===== src/sfs_defs.vh =====
// Constants of the serial-flash status read block
`ifndef SFS_DEFS_VH
`define SFS_DEFS_VH
`define SFS_OP_READ_STATUS   8'h05
`define SFS_OP_WRITE_STAT1   8'h01
`define SFS_OP_WRITE_STAT2   8'h31
`define SFS_OP_WRITE_ENABLE  8'h06
`define SFS_OP_WRITE_DISABLE 8'h04
`define SFS_B1_LOCK_BIT      7
`define SFS_B1_ERR_BIT       5
`define SFS_B1_WPP_BIT       4
`define SFS_B1_SWP_HI        3
`define SFS_B1_SWP_LO        2
`define SFS_B1_WEL_BIT       1
`define SFS_BUSY_BIT         0
`define SFS_B2_SOFT_RESET_ENABLE_BIT      4
`define SFS_B2_SLE_BIT       3
`define SFS_B2_PS_BIT        2
`define SFS_B2_ES_BIT        1
`define SFS_SWP_ALL          2'h3
`define SFS_LOCK_RESET       1'b0
`define SFS_SOFT_RESET_ENABLE_RESET       1'b0
`define SFS_SLE_RESET        1'b0
`define SFS_WEL_RESET        1'b0
`define SFS_ERR_RESET        1'b0
`define SFS_BIT_LAST         3'h7
`endif


===== src/sfs_sync.v =====
// Two-stage synchroniser for a group of pin inputs
`default_nettype none
module sfs_sync #(
  parameter WIDTH = 4
) (
  input  wire             clk,
  input  wire             rst_n,
  input  wire [WIDTH-1:0] rst_val,
  input  wire [WIDTH-1:0] din,
  output reg  [WIDTH-1:0] dout
);
  reg [WIDTH-1:0] meta_ff;

  // ----------------------------------------
  // Stages
  // ----------------------------------------
  // First stage is read only by the second
  always @(posedge clk or negedge rst_n) begin
    if (!rst_n) begin
      meta_ff <= {WIDTH{1'b0}};
      dout    <= {WIDTH{1'b0}};
    end else begin
      meta_ff <= din;
      dout    <= meta_ff;
    end
  end
  // rst_val is unused in the reset branch by design: constants only
  wire unused_ok = &{1'b0, rst_val};
endmodule // sfs_sync
`default_nettype wire


===== src/sfs_status_read.v =====
// Serial flash status register bytes and their serial read/write commands
`default_nettype none
`include "sfs_defs.vh"
module sfs_status_read (
  input  wire       CORE_CLK,
  input  wire       RST_N,
  input  wire       CS_N,
  input  wire       SCK,
  input  wire       SI,
  input  wire       WP_N,
  input  wire       BUSY,
  input  wire       OP_DONE,
  input  wire       OP_FAIL,
  input  wire       PROG_SUSP,
  input  wire       ERASE_SUSP,
  input  wire [1:0] SWP_STATE,
  input  wire       SOFT_RESET,
  input  wire       WEL_CLEAR,
  output reg        SO,
  output reg        SO_OE,
  output reg        PROT_LOCK,
  output reg        RST_CMD_EN,
  output reg        LOCKDOWN_EN,
  output reg        WRITE_ENABLE_LATCH
);
  // Phases of a frame
  localparam PH_OPCODE = 2'd0;
  localparam PH_READ   = 2'd1;
  localparam PH_DATA   = 2'd2;
  localparam PH_IGNORE = 2'd3;

  // ----------------------------------------
  // Timing limits
  // ----------------------------------------
  // CS_N, SCK, SI and WP_N each pass two flops, so each serial edge is seen
  // three core clocks after it happens at the pin.
  // Each serial clock phase must last four core clocks or more;
  // a faster host loses bits without any warning.
  // The same lag delays the floating of the output after release,
  // which the host must allow for before it turns the bus round.

  wire [3:0] pins_sync;
  wire       sck_s;
  wire       si_s;
  wire       byte_end;
  wire       stat_write;
  reg        sck_d_ff;
  reg [1:0]  phase_ff;
  reg [1:0]  nxt_phase;
  reg [2:0]  bit_cnt_ff;
  reg [7:0]  shift_in_ff;
  reg [7:0]  cmd_ff;
  reg [7:0]  out_byte_ff;
  reg        byte_sel_ff;
  reg        err_ff;
  wire       cs_act;
  wire       sck_rise;
  wire       sck_fall;
  wire [7:0] rx_byte;
  wire       busy_s;
  wire       wp_n_s;

  // ----------------------------------------
  // Pin synchronisers
  // ----------------------------------------
  // Serial clock is slow enough to be sampled by the core clock
  sfs_sync #(.WIDTH(4)) u_sync (
    .clk     (CORE_CLK),
    .rst_n   (RST_N),
    .rst_val (4'h1),
    .din     ({~CS_N, SCK, SI, WP_N}),
    .dout    (pins_sync)
  );

  assign cs_act     = pins_sync[3];
  assign sck_s      = pins_sync[2];
  assign si_s       = pins_sync[1];
  assign wp_n_s     = pins_sync[0];
  assign busy_s     = BUSY;
  assign sck_rise   = sck_s & ~sck_d_ff;
  assign sck_fall   = ~sck_s & sck_d_ff;
  assign rx_byte    = {shift_in_ff[6:0], si_s};
  // Last bit of a byte arrives on this rising edge
  assign byte_end   = cs_act & sck_rise & (bit_cnt_ff == `SFS_BIT_LAST);
  // Status write accepted only when enabled and idle
  assign stat_write = byte_end & (phase_ff == PH_DATA) & WRITE_ENABLE_LATCH & ~busy_s;

  // Assemble one live status byte
  function [7:0] status_byte;
    input       second;
    input       lock;
    input       err;
    input       wpn;
    input [1:0] software_protect_summary;
    input       write_enable_latch;
    input       busy;
    input       soft_reset_enable;
    input       sector_lockdown_enable;
    input       ps;
    input       es;
    begin
      status_byte = 8'h00;
      if (!second) begin
        status_byte[`SFS_B1_LOCK_BIT] = lock;
        status_byte[`SFS_B1_ERR_BIT] = err;
        status_byte[`SFS_B1_WPP_BIT] = wpn;
        status_byte[`SFS_B1_SWP_HI:`SFS_B1_SWP_LO] = software_protect_summary;
        status_byte[`SFS_B1_WEL_BIT] = write_enable_latch;
      end else begin
        status_byte[`SFS_B2_SOFT_RESET_ENABLE_BIT] = soft_reset_enable;
        status_byte[`SFS_B2_SLE_BIT] = sector_lockdown_enable;
        status_byte[`SFS_B2_PS_BIT] = ps;
        status_byte[`SFS_B2_ES_BIT] = es;
      end
      // reserved bits stay zero from the initial clear
      status_byte[`SFS_BUSY_BIT] = busy;
    end
  endfunction

  // ----------------------------------------
  // Phase decode
  // ----------------------------------------
  // Decide the phase after a full opcode byte
  always @* begin
    nxt_phase = phase_ff;
    if (phase_ff == PH_OPCODE && byte_end) begin
      case (rx_byte)
        `SFS_OP_READ_STATUS: nxt_phase = PH_READ;
        `SFS_OP_WRITE_STAT1: nxt_phase = PH_DATA;
        `SFS_OP_WRITE_STAT2: nxt_phase = PH_DATA;
        default:             nxt_phase = PH_IGNORE;
      endcase
    end
  end

  // ----------------------------------------
  // Serial engine
  // ----------------------------------------
  // Bit counter and phase restart with every frame; the opcode shifter is not cleared
  always @(posedge CORE_CLK or negedge RST_N) begin
    if (!RST_N) begin
      sck_d_ff    <= 1'b0;
      phase_ff    <= PH_OPCODE;
      bit_cnt_ff  <= 3'h0;
      shift_in_ff <= 8'h00;
      cmd_ff      <= 8'h00;
    end else begin
      sck_d_ff <= sck_s;
      if (!cs_act) begin
        // release ends frame at any bit
        phase_ff   <= PH_OPCODE;
        bit_cnt_ff <= 3'h0;
      end else begin
        phase_ff <= nxt_phase;
        if (sck_rise) begin
          shift_in_ff <= rx_byte;
          bit_cnt_ff  <= bit_cnt_ff + 3'h1;
        end
        if (byte_end && phase_ff == PH_OPCODE) begin
          cmd_ff <= rx_byte;
        end
      end
    end
  end

  // ----------------------------------------
  // Status byte loader
  // ----------------------------------------
  // Built at the last rise of each byte, so values are at
  // most one byte time old when they leave the pin
  always @(posedge CORE_CLK or negedge RST_N) begin
    if (!RST_N) begin
      out_byte_ff <= 8'h00;
      byte_sel_ff <= 1'b0;
    end else if (!cs_act) begin
      byte_sel_ff <= 1'b0;
    end else if (byte_end && phase_ff == PH_OPCODE) begin
      out_byte_ff <= status_byte(1'b0, PROT_LOCK, err_ff, wp_n_s, SWP_STATE, WRITE_ENABLE_LATCH,
                                 busy_s, RST_CMD_EN, LOCKDOWN_EN, PROG_SUSP, ERASE_SUSP);
      byte_sel_ff <= 1'b0;
    end else if (byte_end && phase_ff == PH_READ) begin
      out_byte_ff <= status_byte(~byte_sel_ff, PROT_LOCK, err_ff, wp_n_s, SWP_STATE, WRITE_ENABLE_LATCH,
                                 busy_s, RST_CMD_EN, LOCKDOWN_EN, PROG_SUSP, ERASE_SUSP);
      byte_sel_ff <= ~byte_sel_ff;
    end
  end

  // ----------------------------------------
  // Serial output driver
  // ----------------------------------------
  // Bits change on falling edges only; the host samples
  // on the rise, well after the bit has settled
  always @(posedge CORE_CLK or negedge RST_N) begin
    if (!RST_N) begin
      SO    <= 1'b0;
      SO_OE <= 1'b0;
    end else if (!cs_act) begin
      SO    <= 1'b0;
      SO_OE <= 1'b0;
    end else if (sck_fall && phase_ff == PH_READ) begin
      SO_OE <= 1'b1;
      SO    <= out_byte_ff[`SFS_BIT_LAST - bit_cnt_ff];
    end
  end

  // ----------------------------------------
  // Status storage
  // ----------------------------------------
  // Only an operation end touches it; aborted commands leave it
  always @(posedge CORE_CLK or negedge RST_N) begin
    if (!RST_N) begin
      err_ff <= `SFS_ERR_RESET;
    end else if (OP_DONE) begin
      err_ff <= OP_FAIL;
    end
  end

  // ----------------------------------------
  // Write enable latch
  // ----------------------------------------
  // A clear beats a set in the same cycle: a reset operation
  // must never leave the device write enabled
  always @(posedge CORE_CLK or negedge RST_N) begin
    if (!RST_N) begin
      WRITE_ENABLE_LATCH <= `SFS_WEL_RESET;
    end else if (SOFT_RESET || WEL_CLEAR) begin
      WRITE_ENABLE_LATCH <= 1'b0;
    end else if (byte_end && phase_ff == PH_OPCODE) begin
      if (rx_byte == `SFS_OP_WRITE_ENABLE) begin
        WRITE_ENABLE_LATCH <= 1'b1;
      end else if (rx_byte == `SFS_OP_WRITE_DISABLE) begin
        WRITE_ENABLE_LATCH <= 1'b0;
      end
    end else if (stat_write) begin
      // Accepted status write consumes the latch
      WRITE_ENABLE_LATCH <= 1'b0;
    end
  end

  // ----------------------------------------
  // Writable status bits
  // ----------------------------------------
  // Written on the data byte's last rise, not at release, so a
  // frame cut after the data byte still takes effect
  always @(posedge CORE_CLK or negedge RST_N) begin
    if (!RST_N) begin
      PROT_LOCK   <= `SFS_LOCK_RESET;
      RST_CMD_EN  <= `SFS_SOFT_RESET_ENABLE_RESET;
      LOCKDOWN_EN <= `SFS_SLE_RESET;
    end else if (stat_write) begin
      if (cmd_ff == `SFS_OP_WRITE_STAT1) begin
        // only bit 7; asserted pin allows locking only
        if (wp_n_s || rx_byte[`SFS_B1_LOCK_BIT]) begin
          PROT_LOCK <= rx_byte[`SFS_B1_LOCK_BIT];
        end
      end else begin
        RST_CMD_EN  <= rx_byte[`SFS_B2_SOFT_RESET_ENABLE_BIT];
        LOCKDOWN_EN <= rx_byte[`SFS_B2_SLE_BIT];
      end
    end
  end
endmodule // sfs_status_read
`default_nettype wire


===== config.mk =====
export PLATFORM = sky130hd
export DESIGN_NAME = sfs_status_read
export DESIGN_NICKNAME = d
export VERILOG_FILES = /design/src/sfs_sync.v /design/src/sfs_status_read.v
export VERILOG_INCLUDE_DIRS = /design/src /design/src/src
export SDC_FILE = /design/constraint.sdc
export NUM_CORES = 1
export LEC_CHECK = 0
export BUFFER_PORTS_ARGS = -buffer_cell sky130_fd_sc_hd__buf_2
export CELL_PAD_IN_SITES_DETAIL_PLACEMENT = 1
export CELL_PAD_IN_SITES_GLOBAL_PLACEMENT = 1
export CORE_MARGIN = 4
export CORE_UTILIZATION = 45
export CTS_BUF_LIST = sky130_fd_sc_hd__clkbuf_16
export DETAILED_ROUTE_END_ITERATION = 8
export PLACE_DENSITY_LB_ADDON = 0.1
export SYNTH_ARGS = -nofsm -noshare
export SYNTH_HDL_FRONTEND = slang
export SYNTH_SLANG_ARGS = --single-unit

===== constraint.sdc =====
create_clock -name CORE_CLK -period 5.7 [get_ports CORE_CLK]
set_clock_uncertainty 0.2 [all_clocks]
set_input_delay 1.14 -clock CORE_CLK [delete_from_list [all_inputs] [get_ports CORE_CLK]]
set_output_delay 1.14 -clock CORE_CLK [all_outputs]
set_load 0.03 [all_outputs]

======== After elaboration in Yosys (flattened, before gate mapping) ========
Cells that the tools add are included.
W data, S select, Z words.
storage, ports and cells
  bits in registers ....................... 45
  output and inout bits ................... 6
operators by class
  add/sub/neg operators ................... 2
  $lt $le $gt $ge ......................... 1
  equality and inequality tests ........... 14
  multiplexer cells ....................... 24
  bitwise gates (word level) .............. 13
  reduce and logical (&&, ||, !) cells .... 15
operator list
  kind                   number
  $eq A8 B3 Y1 const B   3
  $eq A8 B1 Y1 const B   2
  $mux W8                2
  $mux W1                15
  $reduce_and A2 Y1      5
  $eq A8 B6 Y1 const B   1
  $and A1 B1 Y1          7
  $mux W3                2
  $ne A2 B2 Y1 const B   3
  $not A1 Y1             6
  $lt A3 B4 Y1 const B   1
  $mux W2                2
  $mux W4                1
  $ne A4 B2 Y1 const B   1
  $pmux W2 S2            1
  $add A3 B1 Y3 const B  1
  $bmux W1 S3            1
  $eq A3 B3 Y1 const B   1
  $logic_and A1 B1 Y1    3
  $ne A3 B3 Y1 const B   1
  $reduce_and A3 Y1      1
  $reduce_bool A3 Y1     1
  $sub A3 B3 Y3 const A  1
  $eq A2 B1 Y1 const B   1
  5 further kinds        6

======== Logic depth before layout (Yosys ltp) ========
Gate-level depths: netlist of the first run.
  word-level depth ........................ 10
  depth in mapped cells ................... 6

======== Cells and area by module ========
Synthesis of the first run repeated with hierarchy kept, for this count alone.
second synthesis, totals
  cell total of the unflattened synthesis .. 138
  area total of the unflattened synthesis .. 1850.5 um^2
by module, submodules not included
  module           instances  cells an instance  area each (um^2)  sequential area each (um^2)
  sfs_status_read  1          130                1650.3            900.9
  sfs_sync         1          8                  200.2             200.2

======== Least setup slack after synthesis of the first run ========
Ideal clock, no wire load.
  path kind ............................... input port to flip-flop
  from .................................... in BUSY
  to ...................................... reg PROT_LOCK
  arrival ................................. 2058 ps
  data required time ...................... 5379 ps
  setup slack ............................. 3321 ps
  stages .................................. 3
  buffers on the path ..................... 0
  cells stage by stage .................... nor4_2 > or4b_1 > a22o_1
between the ends
  cells in the longest elaborated chain, start to end .. 3
ends and longest elaborated chain
  item                         line                   RTL
  start: declaration           sfs_status_read.v:11   input wire BUSY,
  $not A1 Y1                   sfs_status_read.v:86   assign stat_write = byte_end & (phase_ff == PH_DATA) & WRITE_ENABLE_LATCH & ~busy_s;
  $and A1 B1 Y1                sfs_status_read.v:86
  $reduce_and A3 Y1 (no line)  n/a
  end signal: assignment       sfs_status_read.v:247  PROT_LOCK <= `SFS_LOCK_RESET;
  end signal: assignment       sfs_status_read.v:254  PROT_LOCK <= rx_byte[`SFS_B1_LOCK_BIT];
  end: declaration             sfs_status_read.v:21   output reg PROT_LOCK,
Every way passes these cells.
A chain may end at the register's enable or synchronous reset.

======== Worst setup path in the final report of the first run ========
Same ends and word-level chain as after synthesis.

==> run metrics, run 1 <==
drt pass-1 iters=4; hold path startpoint=u_sync.meta_ff[2]; vias in the first global route=1189; worst hold margin=148 ps; global-route wire length before repair=5930 um; Total GRT Usage=14.9%; initial DRC count=45; post-CTS setup buffer count=0; initial antenna violation count=0; yosys warns=0; Slew Limit Fails=0; total power=0.733 mW; Residual DRC=0; Layout area overhead=16.6%; CTS Sinks=44; Synth async-reset ratio=100%; root buffer cell=clkbuf_16; Post-Route WL=3420 um; Mapped Area=1850 um^2; Post-synth top cells=dfrtp_1, mux2_2, mux2i_1; fmax=0.431 GHz; post-CTS sizing=0; syn avg cell area=13.6 um^2; row count=23; Synth Area in XOR/XNOR=0.947%; clock buffer depth=2; Max-Cap Viols=0; flops & latches, synth=44; DP Worst Slack=3110 ps; Worst EP required=5660 ps; die width=72.1 um; CP Cell Sequence=buf_2 > nor4_2 > or4b_1 > a22o_1; dominant cell type by area after synthesis=dfrtp_1; Seq/Total Area, Yosys=59.5%; outcome=finished clean; Final Cell Area=2160 um^2; Peak VDD IR=0.000190 V; post-layout util=53.9%; WP buf/inv=1; n_diodes=0; post-DP HPWL=2390 um; I/O Buffers=20; PnR worst setup slack=3380 ps; post-synthesis compound-gate area fraction=5.48%; final hold vios=0; CP Class=in2reg; DP Cell Count=202; cell leakage power=1.03 nW; Slew @ Worst Pin=948 ps; number of flops mapped to enable cells by yosys=0; crit path DAT=2290 ps; core area=4000 um^2; share of layout cells above drive strength 1=33.8%; adder-cell share of the synthesized area=1.35%; register area=1100 um^2; multiplexer area fraction after synthesis=18.7%; final setup fails=0; CP Launch Type=input pin; Distinct cells, synth=35; Avg WL per Cell=16.3 um; nets@finish=176; Tmin final=2320 ps; ranking of synthesized cells by area=dfrtp_1, mux2_2, mux2i_1, nand2_1, a21oi_1; count leader, synth=dfrtp_1; HP Class=reg2reg; Antenna Nets Post-Route=0; Crit path max-delay family=simple AND/OR/NAND/NOR gates; Fill cells=423; Rel. slew slack=36.8%; Pwr Density=340 nW/um^2; clk_lat worst skew=280 ps; H-tree depth=2; Placed Area=1990 um^2; setup tns final=0 ps; GP Congestion=0.759; gr ovfl total=0; die height=72.1 um; Initial Util=46.2%; crit end category=register; slowest cell on the critical path=or4b_1; Die ar.=5200 um^2; TritonCTS clock tree=yes; hold_buf cts=0; r2r startpoint=u_sync.dout[3]; slowest stage delay, CP=480 ps; simple-gate portion of the synthesized area=11.9%; Clock transition at path regs=60 ps; I/O pin count=21; vias per cell=5.29; Critical Path Start=BUSY; area share of the largest cell type after synthesis=59.5%; RSZ-0062 raised after global routing=no; Syn Nets=153; area of the multi-input gates=711 um^2; largest family of logic cells by synthesized area=multiplexers; largest net degree at the start of global routing=45; TritonCTS Buffers=5; non-filler instance count after layout=210; vias=1111; CP max FO=4; Period Utilization, post-route=40.7%; Mapped Cells=136; Most used DFF post-synth=dfrtp_1
[where the power goes]
part           leakage, nW  switching, mW  internal [mW]
registers            0.564         0.0297          0.337
clock network       0.0850          0.109          0.204
logic                0.378         0.0224         0.0304
total                 1.03          0.161          0.572
[flip-flops by register name (all words and copies together), names as in the netlist]
name	cells
bit_cnt_ff	3
SO_OE	1
shift_in_ff	7
cmd_ff	8
RST_CMD_EN	1
err_ff	1
phase_ff	2
u_sync.meta_ff	4
PROT_LOCK	1
WRITE_ENABLE_LATCH	1
LOCKDOWN_EN	1
sck_d_ff	1
SO	1
byte_sel_ff	1
out_byte_ff	7
u_sync.dout	4
[cells in the final DEF (no fill, tap or decap), drive strengths merged]
cell type / netlist / layout
o21a: 3 / 3
inv: 5 / 6
and4bb: 1 / 1
o21ba: 1 / 1
or3: 1 / 1
mux2: 19 / 19
nor2b: 4 / 4
nand3b: 2 / 2
nor4: 3 / 3
nand3: 1 / 1
nand2: 8 / 8
nor2: 6 / 6
a21oi: 6 / 6
dfrtp: 44 / 44
nor3b: 2 / 2
or3b: 1 / 1
and2: 1 / 1
clkinv: 0 / 1
a22o: 1 / 1
o22ai: 2 / 2
mux4: 1 / 1
clkbuf: 1 / 5
xor2: 2 / 2
o21ai: 1 / 1
mux2i: 11 / 11
ha: 2 / 2
o31a: 1 / 1
nor4b: 1 / 1
nor4bb: 1 / 1
buf: 3 / 20
bufinv: 0 / 1
or4b: 1 / 1
[cells by family after synthesis]
kind of cell	after synthesis
and+or+nand+nor	33
buffers and inverters	9
AOI/OAI and AO/OA	15
DFF	44
adders and majority gates	2
muxes	31
xor gates and xnor gates	2
[routing by layer]
metal | vias to the layer above | track usage [%] | wire length [um]
li1 | 528 | - | -
met1 | 563 | 18.6 | 1450
met2 | 15 | 25.3 | 1810
met3 | 5 | 3.74 | 108
met4 | 0 | 5.01 | 40
met5 | - | 0 | 0
[worst paths after layout]
kind	slack, ps	cells past startpoint	to
setup / recovery	3380	4	PROT_LOCK
hold / removal	150	0	u_sync.dout[2]
setup reg to reg	3410	3	out_byte_ff[0]
hold reg to reg	150	0	u_sync.dout[2]
max in group asynchronous	3900	1	LOCKDOWN_EN
min in group asynchronous	810	1	out_byte_ff[7]
[final cells by class]
cell class | instances | share of cell area [%]
clock buffers | 5 | 5.80
flip-flops and latches | 44 | 51.0
repair buffers | 20 | 4.64
inverters | 5 | 0.870
clock inverters | 3 | 1.80
multi-input cells | 83 | 32.9
well taps | 50 | 2.90
Power figures use the tool's default switching activity.
==> run 2: changes to the inputs <==
Clock period 5.7 ns to 2.3 ns, I/O delays scaled along.
==> run 2 against run 1 <==
  * Final cell count up 2.4%
  * Core utilization rose by 1.3 points
  * Count of clock-buffer cells in the layout did not move
  * Combinational power grew to 2.7 times the previous value
  * Flip-flop and latch count did not move
  * Sequential share of layout area down 1.2 points
  * Wire length is 9.1% higher
  * Worst setup slack got worse by 3200 ps
  * Via count rose by 1.3%
  * Global-route usage is 2.0 points higher
  * First-iteration DRC count down 6.7%
  * Critical endpoint is now out_byte_ff[1]
  * Largest cell class unchanged
  * Largest power group unchanged
==> run metrics, run 2 (synthesis results as in run 1) <==
outcome=finished clean (unchanged); Fill cells=398 (was 423); Slew @ Worst Pin=640 ps (was 948 ps); Worst EP required=2260 ps (was 5660 ps); vias per cell=5.23 (was 5.29); drt pass-1 iters=4 (unchanged); PnR worst setup slack=187 ps (was 3380 ps); register area=1100 um^2 (unchanged); post-layout util=55.2% (was 53.9%); crit path DAT=2070 ps (was 2290 ps); r2r startpoint=bit_cnt_ff[0] (was u_sync.dout[3]); met2 Use GR=28.5% (was 25.3%); Die ar.=5200 um^2 (unchanged); non-filler instance count after layout=215 (was 210); I/O Buffers=20 (unchanged); commonest non-fill, non-tap cells in the layout=dfrtp_1, buf_2, mux2_2, mux2i_1, nand2_1 (unchanged); Residual DRC=0 (unchanged); Clock Power Share=42.2% (was 42.7%); slowest cell on the critical path=dfrtp_1 (was or4b_1); cell leakage power=1.05 nW (was 1.03 nW); Post-Route WL=3730 um (was 3420 um); clock buffer depth=2 (unchanged); Reg2Reg Setup Slack=190 ps (was 3410 ps); Antenna Nets Post-Route=0 (unchanged); CP Cell Sequence=ha_1 > ha_1 > and4bb_2 > a21oi_4 > mux2i_1 > a21oi_1 (was buf_2 > nor4_2 > or4b_1 > a22o_1); worst hold margin=2.24 ps (was 148 ps); initial antenna violation count=0 (unchanged); setup tns final=0 ps (unchanged); Switching Share=22.4% (was 22.0%); clk_lat worst skew=280 ps (about the same); Seq pwr share=49.9% (was 50.1%); H-tree depth=2 (unchanged); CTS Sinks=44 (unchanged); Largest register FFs=8 (unchanged); Final Cell Area=2210 um^2 (was 2160 um^2); Top reg by flops=cmd_ff (unchanged); most common cell after layout, fill and taps aside=dfrtp_1 (unchanged); HP Class=in2async (was reg2reg); Period Utilization, post-route=91.8%; CP max FO=7 (was 4); die height=72.1 um (unchanged); area of the multi-input gates=724 um^2 (was 711 um^2); Clock transition at path regs=60 ps (about the same); initial DRC count=42 (was 45); share of layout cells above drive strength 1=35.8% (was 33.8%); M1 GR Usage=21.2% (was 18.6%); final setup fails=0 (unchanged); post-CTS setup buffer count=0 (unchanged); Psw=0.410 mW (was 0.161 mW); CP Class=reg2reg (was in2reg); global-route wire length before repair=6650 um (was 5930 um); fmax=0.473 GHz; Reg-to-Reg End=out_byte_ff[1] (was out_byte_ff[0]); TritonCTS clock tree=yes (unchanged); hold_buf cts=0 (unchanged); Rel. slew slack=57.3% (was 36.8%); DP Worst Slack=139 ps (was 3110 ps); Max-Cap Viols=0 (unchanged); Peak VDD IR=0.000476 V (was 0.000190 V); CP Launch Type=register (was input pin); Total GRT Usage=17.0% (was 14.9%); I/O pin count=21 (unchanged); die width=72.1 um (unchanged); slowest stage delay, CP=420 ps (was 480 ps); crit end category=register (unchanged); GP Congestion=0.721 (was 0.759); nets@finish=181 (was 176); met3 Usage GRT=4.57% (was 3.74%); Pwr Density=829 nW/um^2 (was 340 nW/um^2); Placed Area=2030 um^2 (was 1990 um^2); final hold vios=0 (unchanged); Tmin final=2110 ps; DP Cell Count=207 (was 202); core area=4000 um^2 (unchanged); gr ovfl total=0 (unchanged); P_int=1.42 mW (was 0.572 mW); n_diodes=0 (unchanged); row count=23 (unchanged); Layout area overhead=19.4% (was 16.6%); Most Crowded Layer GR=met2 (unchanged); largest registers=cmd_ff (8), out_byte_ff (7), shift_in_ff (7) (unchanged); Worst Reg-to-Reg Cells=6 (was 3); root buffer cell=clkbuf_16 (unchanged); combinational share of power=7.9% (was 7.2%); Slew Limit Fails=0 (unchanged); post-DP HPWL=2660 um (was 2390 um); total power=1.83 mW (was 0.733 mW); vias in the first global route=1291 (was 1189); largest net degree at the start of global routing=30 (was 45); TritonCTS Buffers=5 (unchanged); RSZ-0062 raised after global routing=no (unchanged); post-CTS sizing=0 (unchanged); Crit path top cell by count=ha_1; Initial Util=46.2% (unchanged); vias=1125 (was 1111); Avg WL per Cell=17.3 um (was 16.3 um)
-- run 2: layout make-up --
type,count,share of cell area [%]
inverters,5,0.850
clock inverters,3,1.70
repair buffers,25,6.24
clock buffers,5,5.67
multi-input cells,83,32.8
flip-flops and latches,44,49.9
well taps,50,2.83
-- run 2: layer usage --
metal,share of wire (%),up-vias
met5,0,-
met3,2.7,5
met4,1.4,0
met2,55,13
li1,-,537
met1,41,570
-- run 2: power by group through the flow --
stage / logic [mW] / registers [mW] / clock network [mW]
global route: 0.166 / 0.927 / 0.831
finish: 0.145 / 0.913 / 0.772
detailed placement: 0.145 / 0.929 / 0
global placement: 0.138 / 0.928 / 0
CTS: 0.146 / 0.915 / 0.795
floorplan: 0.0978 / 0.897 / 0
-- run 2: worst max-delay path by stage --
stage	from	to	slack (ps)
global placement	bit_cnt_ff[0]	out_byte_ff[1]	200
detailed placement	bit_cnt_ff[0]	out_byte_ff[3]	140
floorplan	bit_cnt_ff[0]	out_byte_ff[1]	350
CTS	bit_cnt_ff[0]	out_byte_ff[3]	100
finish	bit_cnt_ff[0]	out_byte_ff[1]	190
global route	bit_cnt_ff[0]	out_byte_ff[3]	60
-- run 2: worst max-delay path: cells and delay by family (launching register included) --
family                   cells  cell delay (ps)
AO/OA/AOI/OAI                2              380
adder cells (fa/ha/maj)      2              430
flip-flops                   1              420
AND/OR/NAND/NOR              1              280
multiplexers                 1              270
==> run 3: changes to the inputs <==
Settings changed: ABC_AREA set to 1, CORE_UTILIZATION 45 to 43.
==> run 3 against run 2 <==
  * Total power shrank 9.7%
  * Final cell count grew 39%
  * Synthesized cell count grew 63%
  * Highest routed layer unchanged
  * Area after synthesis grew 5.1%
  * Clock power shrank 15%
  * Wire length grew 12%
  * Non-clock buffer count shrank 1
  * Critical path depth grew 1
  * Core utilization shrank 3.9 points
  * Worst setup slack gained 180 ps
  * Maximum frequency grew 9.3%
  * Flip-flop and latch count is the same
==> run metrics, run 3 <==
outcome=finished clean (unchanged); Mapped Area=1940 um^2 (was 1850 um^2); count leader, synth=nand2_1 (was dfrtp_1); commonest non-fill, non-tap cells in the layout=nand2_1, dfrtp_1, inv_1, o21ai_0 (was dfrtp_1, buf_2, mux2_2, mux2i_1, nand2_1); I/O Buffers=20 (unchanged); Post-synth top cells=nand2_1, dfrtp_1, inv_1 (was dfrtp_1, mux2_2, mux2i_1); Initial Util=44.6% (was 46.2%); Most used DFF post-synth=dfrtp_1 (unchanged); initial antenna violation count=0 (unchanged); clock buffer depth=2 (unchanged); combinational share of power=8.6% (was 7.9%); met3 wire length=152 um (was 100 um); nets@finish=264 (was 181); vias in the first global route=1606 (was 1291); TritonCTS clock tree=yes (unchanged); vias=1445 (was 1125); Clock Power Share=39.6% (was 42.2%); CTS Sinks=44 (unchanged); r2r startpoint=bit_cnt_ff[0] (unchanged); Fill cells=536 (was 398); H-tree depth=2 (unchanged); ranking of synthesized cells by area=dfrtp_1, nand2_1, inv_1, o21ai_0, nand3_1 (was dfrtp_1, mux2_2, mux2i_1, nand2_1, a21oi_1); dominant cell type by area after synthesis=dfrtp_1 (unchanged); drt pass-1 iters=4 (unchanged); post-CTS sizing=0 (unchanged); Max-Cap Viols=0 (unchanged); share of layout cells above drive strength 1=15.0% (was 35.8%); I/O pin count=21 (unchanged); final setup fails=0 (unchanged); vias per cell=4.83 (was 5.23); Rel. slew slack=75.5% (was 57.3%); core area=4350 um^2 (was 4000 um^2); Reg2Reg Setup Slack=370 ps (was 190 ps); crit path DAT=1880 ps (was 2070 ps); Die ar.=5660 um^2 (was 5200 um^2); root buffer cell=clkbuf_16 (unchanged); Largest register FFs=8 (unchanged); setup tns final=0 ps (unchanged); Worst EP required=2250 ps (was 2260 ps); final hold vios=0 (unchanged); hold path depth=1; Period Utilization, post-route=84.0% (was 91.8%); largest net degree at the start of global routing=24 (was 30); CP Launch Type=register (unchanged); non-filler instance count after layout=299 (was 215); Top Layer Used=met4 (unchanged); Slew Limit Fails=0 (unchanged); syn avg cell area=8.79 um^2 (was 13.6 um^2); RSZ-0062 raised after global routing=no (unchanged); cell leakage power=1.14 nW (was 1.05 nW); CP endpoint=RST_CMD_EN (was out_byte_ff[1]); Total GRT Usage=18.1% (was 17.0%); number of flops mapped to enable cells by yosys=0 (unchanged); slowest cell on the critical path=dfrtp_1 (unchanged); Residual DRC=0 (unchanged); most common cell after layout, fill and taps aside=nand2_1 (was dfrtp_1); GP Congestion=0.775 (was 0.721); Synth async-reset ratio=100% (unchanged); n_diodes=0 (unchanged); Layout area overhead=14.9% (was 19.4%); post-CTS setup buffer count=0 (unchanged); Switching Share=24.2% (was 22.4%); largest registers=cmd_ff (8), out_byte_ff (7), shift_in_ff (7) (unchanged); initial DRC count=52 (was 42); flops & latches, synth=44 (unchanged); area share of the largest cell type after synthesis=56.7% (was 59.5%); Peak VDD IR=0.000355 V (was 0.000476 V); CP Class=reg2reg (unchanged); CP Cell Sequence=ha_1 > ha_1 > nand4_1 > nor3_2 > nand2_1 > nand2_1 > o21ai_0 (was ha_1 > ha_1 > and4bb_2 > a21oi_4 > mux2i_1 > a21oi_1); TritonCTS Buffers=5 (unchanged); gr ovfl total=0 (unchanged); Reg-to-Reg End=RST_CMD_EN (was out_byte_ff[1]); post-layout util=51.3% (was 55.2%); Pwr Density=741 nW/um^2 (was 829 nW/um^2); Seq/Total Area, Yosys=56.7% (was 59.5%); Clock transition at path regs=60 ps (about the same); Psw=0.400 mW (was 0.410 mW); crit end category=register (unchanged); CP max FO=10 (was 7); yosys warns=0 (unchanged); Critical Path Start=bit_cnt_ff[0] (unchanged); Worst Reg-to-Reg Cells=7 (was 6); P_int=1.25 mW (was 1.42 mW); row count=24 (was 23); Mapped Cells=221 (was 136); met2 WL post-DR=1880 um (was 2040 um); Seq pwr share=51.8% (was 49.9%); post-DP HPWL=3230 um (was 2660 um); wl on met1=2040 um (was 1530 um); Tmin final=1930 ps (was 2110 ps); Distinct cells, synth=22 (was 35); fmax=0.517 GHz (was 0.473 GHz); die width=75.2 um (was 72.1 um); Top reg by flops=cmd_ff (unchanged); Antenna Nets Post-Route=0 (unchanged); die height=75.2 um (was 72.1 um); DP Cell Count=291 (was 207); slowest stage delay, CP=480 ps (was 420 ps); Slew @ Worst Pin=368 ps (was 640 ps); global-route wire length before repair=7530 um (was 6650 um); clk_lat worst skew=280 ps (about the same); Avg WL per Cell=13.9 um (was 17.3 um); Syn Nets=238 (was 153); Post-Route WL=4160 um (was 3730 um); HP Class=in2reg (was in2async)
## run 3: how the worst min path moves through the flow
stage / startpoint / endpoint / slack [ps]
after floorplan: RST_N / LOCKDOWN_EN / -40
after global placement: u_sync.meta_ff[3] / u_sync.dout[3] / 130
after detailed placement: u_sync.meta_ff[2] / u_sync.dout[2] / 140
after CTS: SCK / u_sync.meta_ff[2] / 80
after global routing: SCK / u_sync.meta_ff[2] / 80
final: SCK / u_sync.meta_ff[2] / 80
## run 3: power by group through the flow
stage | sequential [mW] | combinational (mW) | clock (mW)
after CTS | 0.857 | 0.146 | 0.671
after detailed placement | 0.870 | 0.143 | 0
after floorplan | 0.855 | 0.0878 | 0
final | 0.857 | 0.142 | 0.654
after global routing | 0.864 | 0.173 | 0.709
after global placement | 0.869 | 0.139 | 0
## run 3: layer usage
layer | GRT usage (%) | vias up
li1 | - | 745
met5 | 0 | -
met2 | 27.1 | 25
met3 | 4.54 | 10
met4 | 6.60 | 0
met1 | 25.7 | 665
## run 3: cells by family (layout without fill, tap and decap cells)
logic type	count (synthesis)	in the layout	share of synthesized area [%]
AOI/OAI and AO/OA	32	32	8.63
adders and majority gates	2	2	1.29
buffers and inverters	39	65	8.69
DFF	44	44	56.7
and+or+nand+nor	104	104	24.7
## run 3: final cells by class
| class | count | area (um^2) | share of cell area (%) |
|---|---|---|---|
| flip-flops and latches | 44 | 1100 | 49.3 |
| multi-input cells | 138 | 673 | 30.2 |
| repair buffers | 24 | 133 | 5.94 |
| inverters | 34 | 128 | 5.72 |
| clock buffers | 5 | 125 | 5.61 |
| well taps | 52 | 65.1 | 2.91 |
| clock inverters | 2 | 7.51 | 0.336 |
## run 3: worst max-delay path: cells and delay by family (launching register included)
kind	cells	cell delay, ps
flip-flops	1	480
AO/OA/AOI/OAI	1	90
adder cells (fa/ha/maj)	2	360
AND/OR/NAND/NOR	4	670
## run 3: repair_timing
action                     4_1_cts  5_1_grt
hold buffers                     1        0
hold endpoints to repair        15        0
setup endpoints to repair        0        0
## run 3: per-stage QoR
| step | hold WS, ps | worst slack (ps) | power, mW | instance area (um^2) |
|---|---|---|---|---|
| after floorplan | -35.6 | 735 | 0.943 | 1940 |
| after global placement | 132 | 422 | 1.01 | 2090 |
| after detailed placement | 145 | 355 | 1.01 | 2090 |
| after CTS | 79.7 | 357 | 1.67 | 2230 |
| after global routing | 78.9 | 121 | 1.75 | 2230 |
| final | 80.9 | 367 | 1.65 | 2230 |
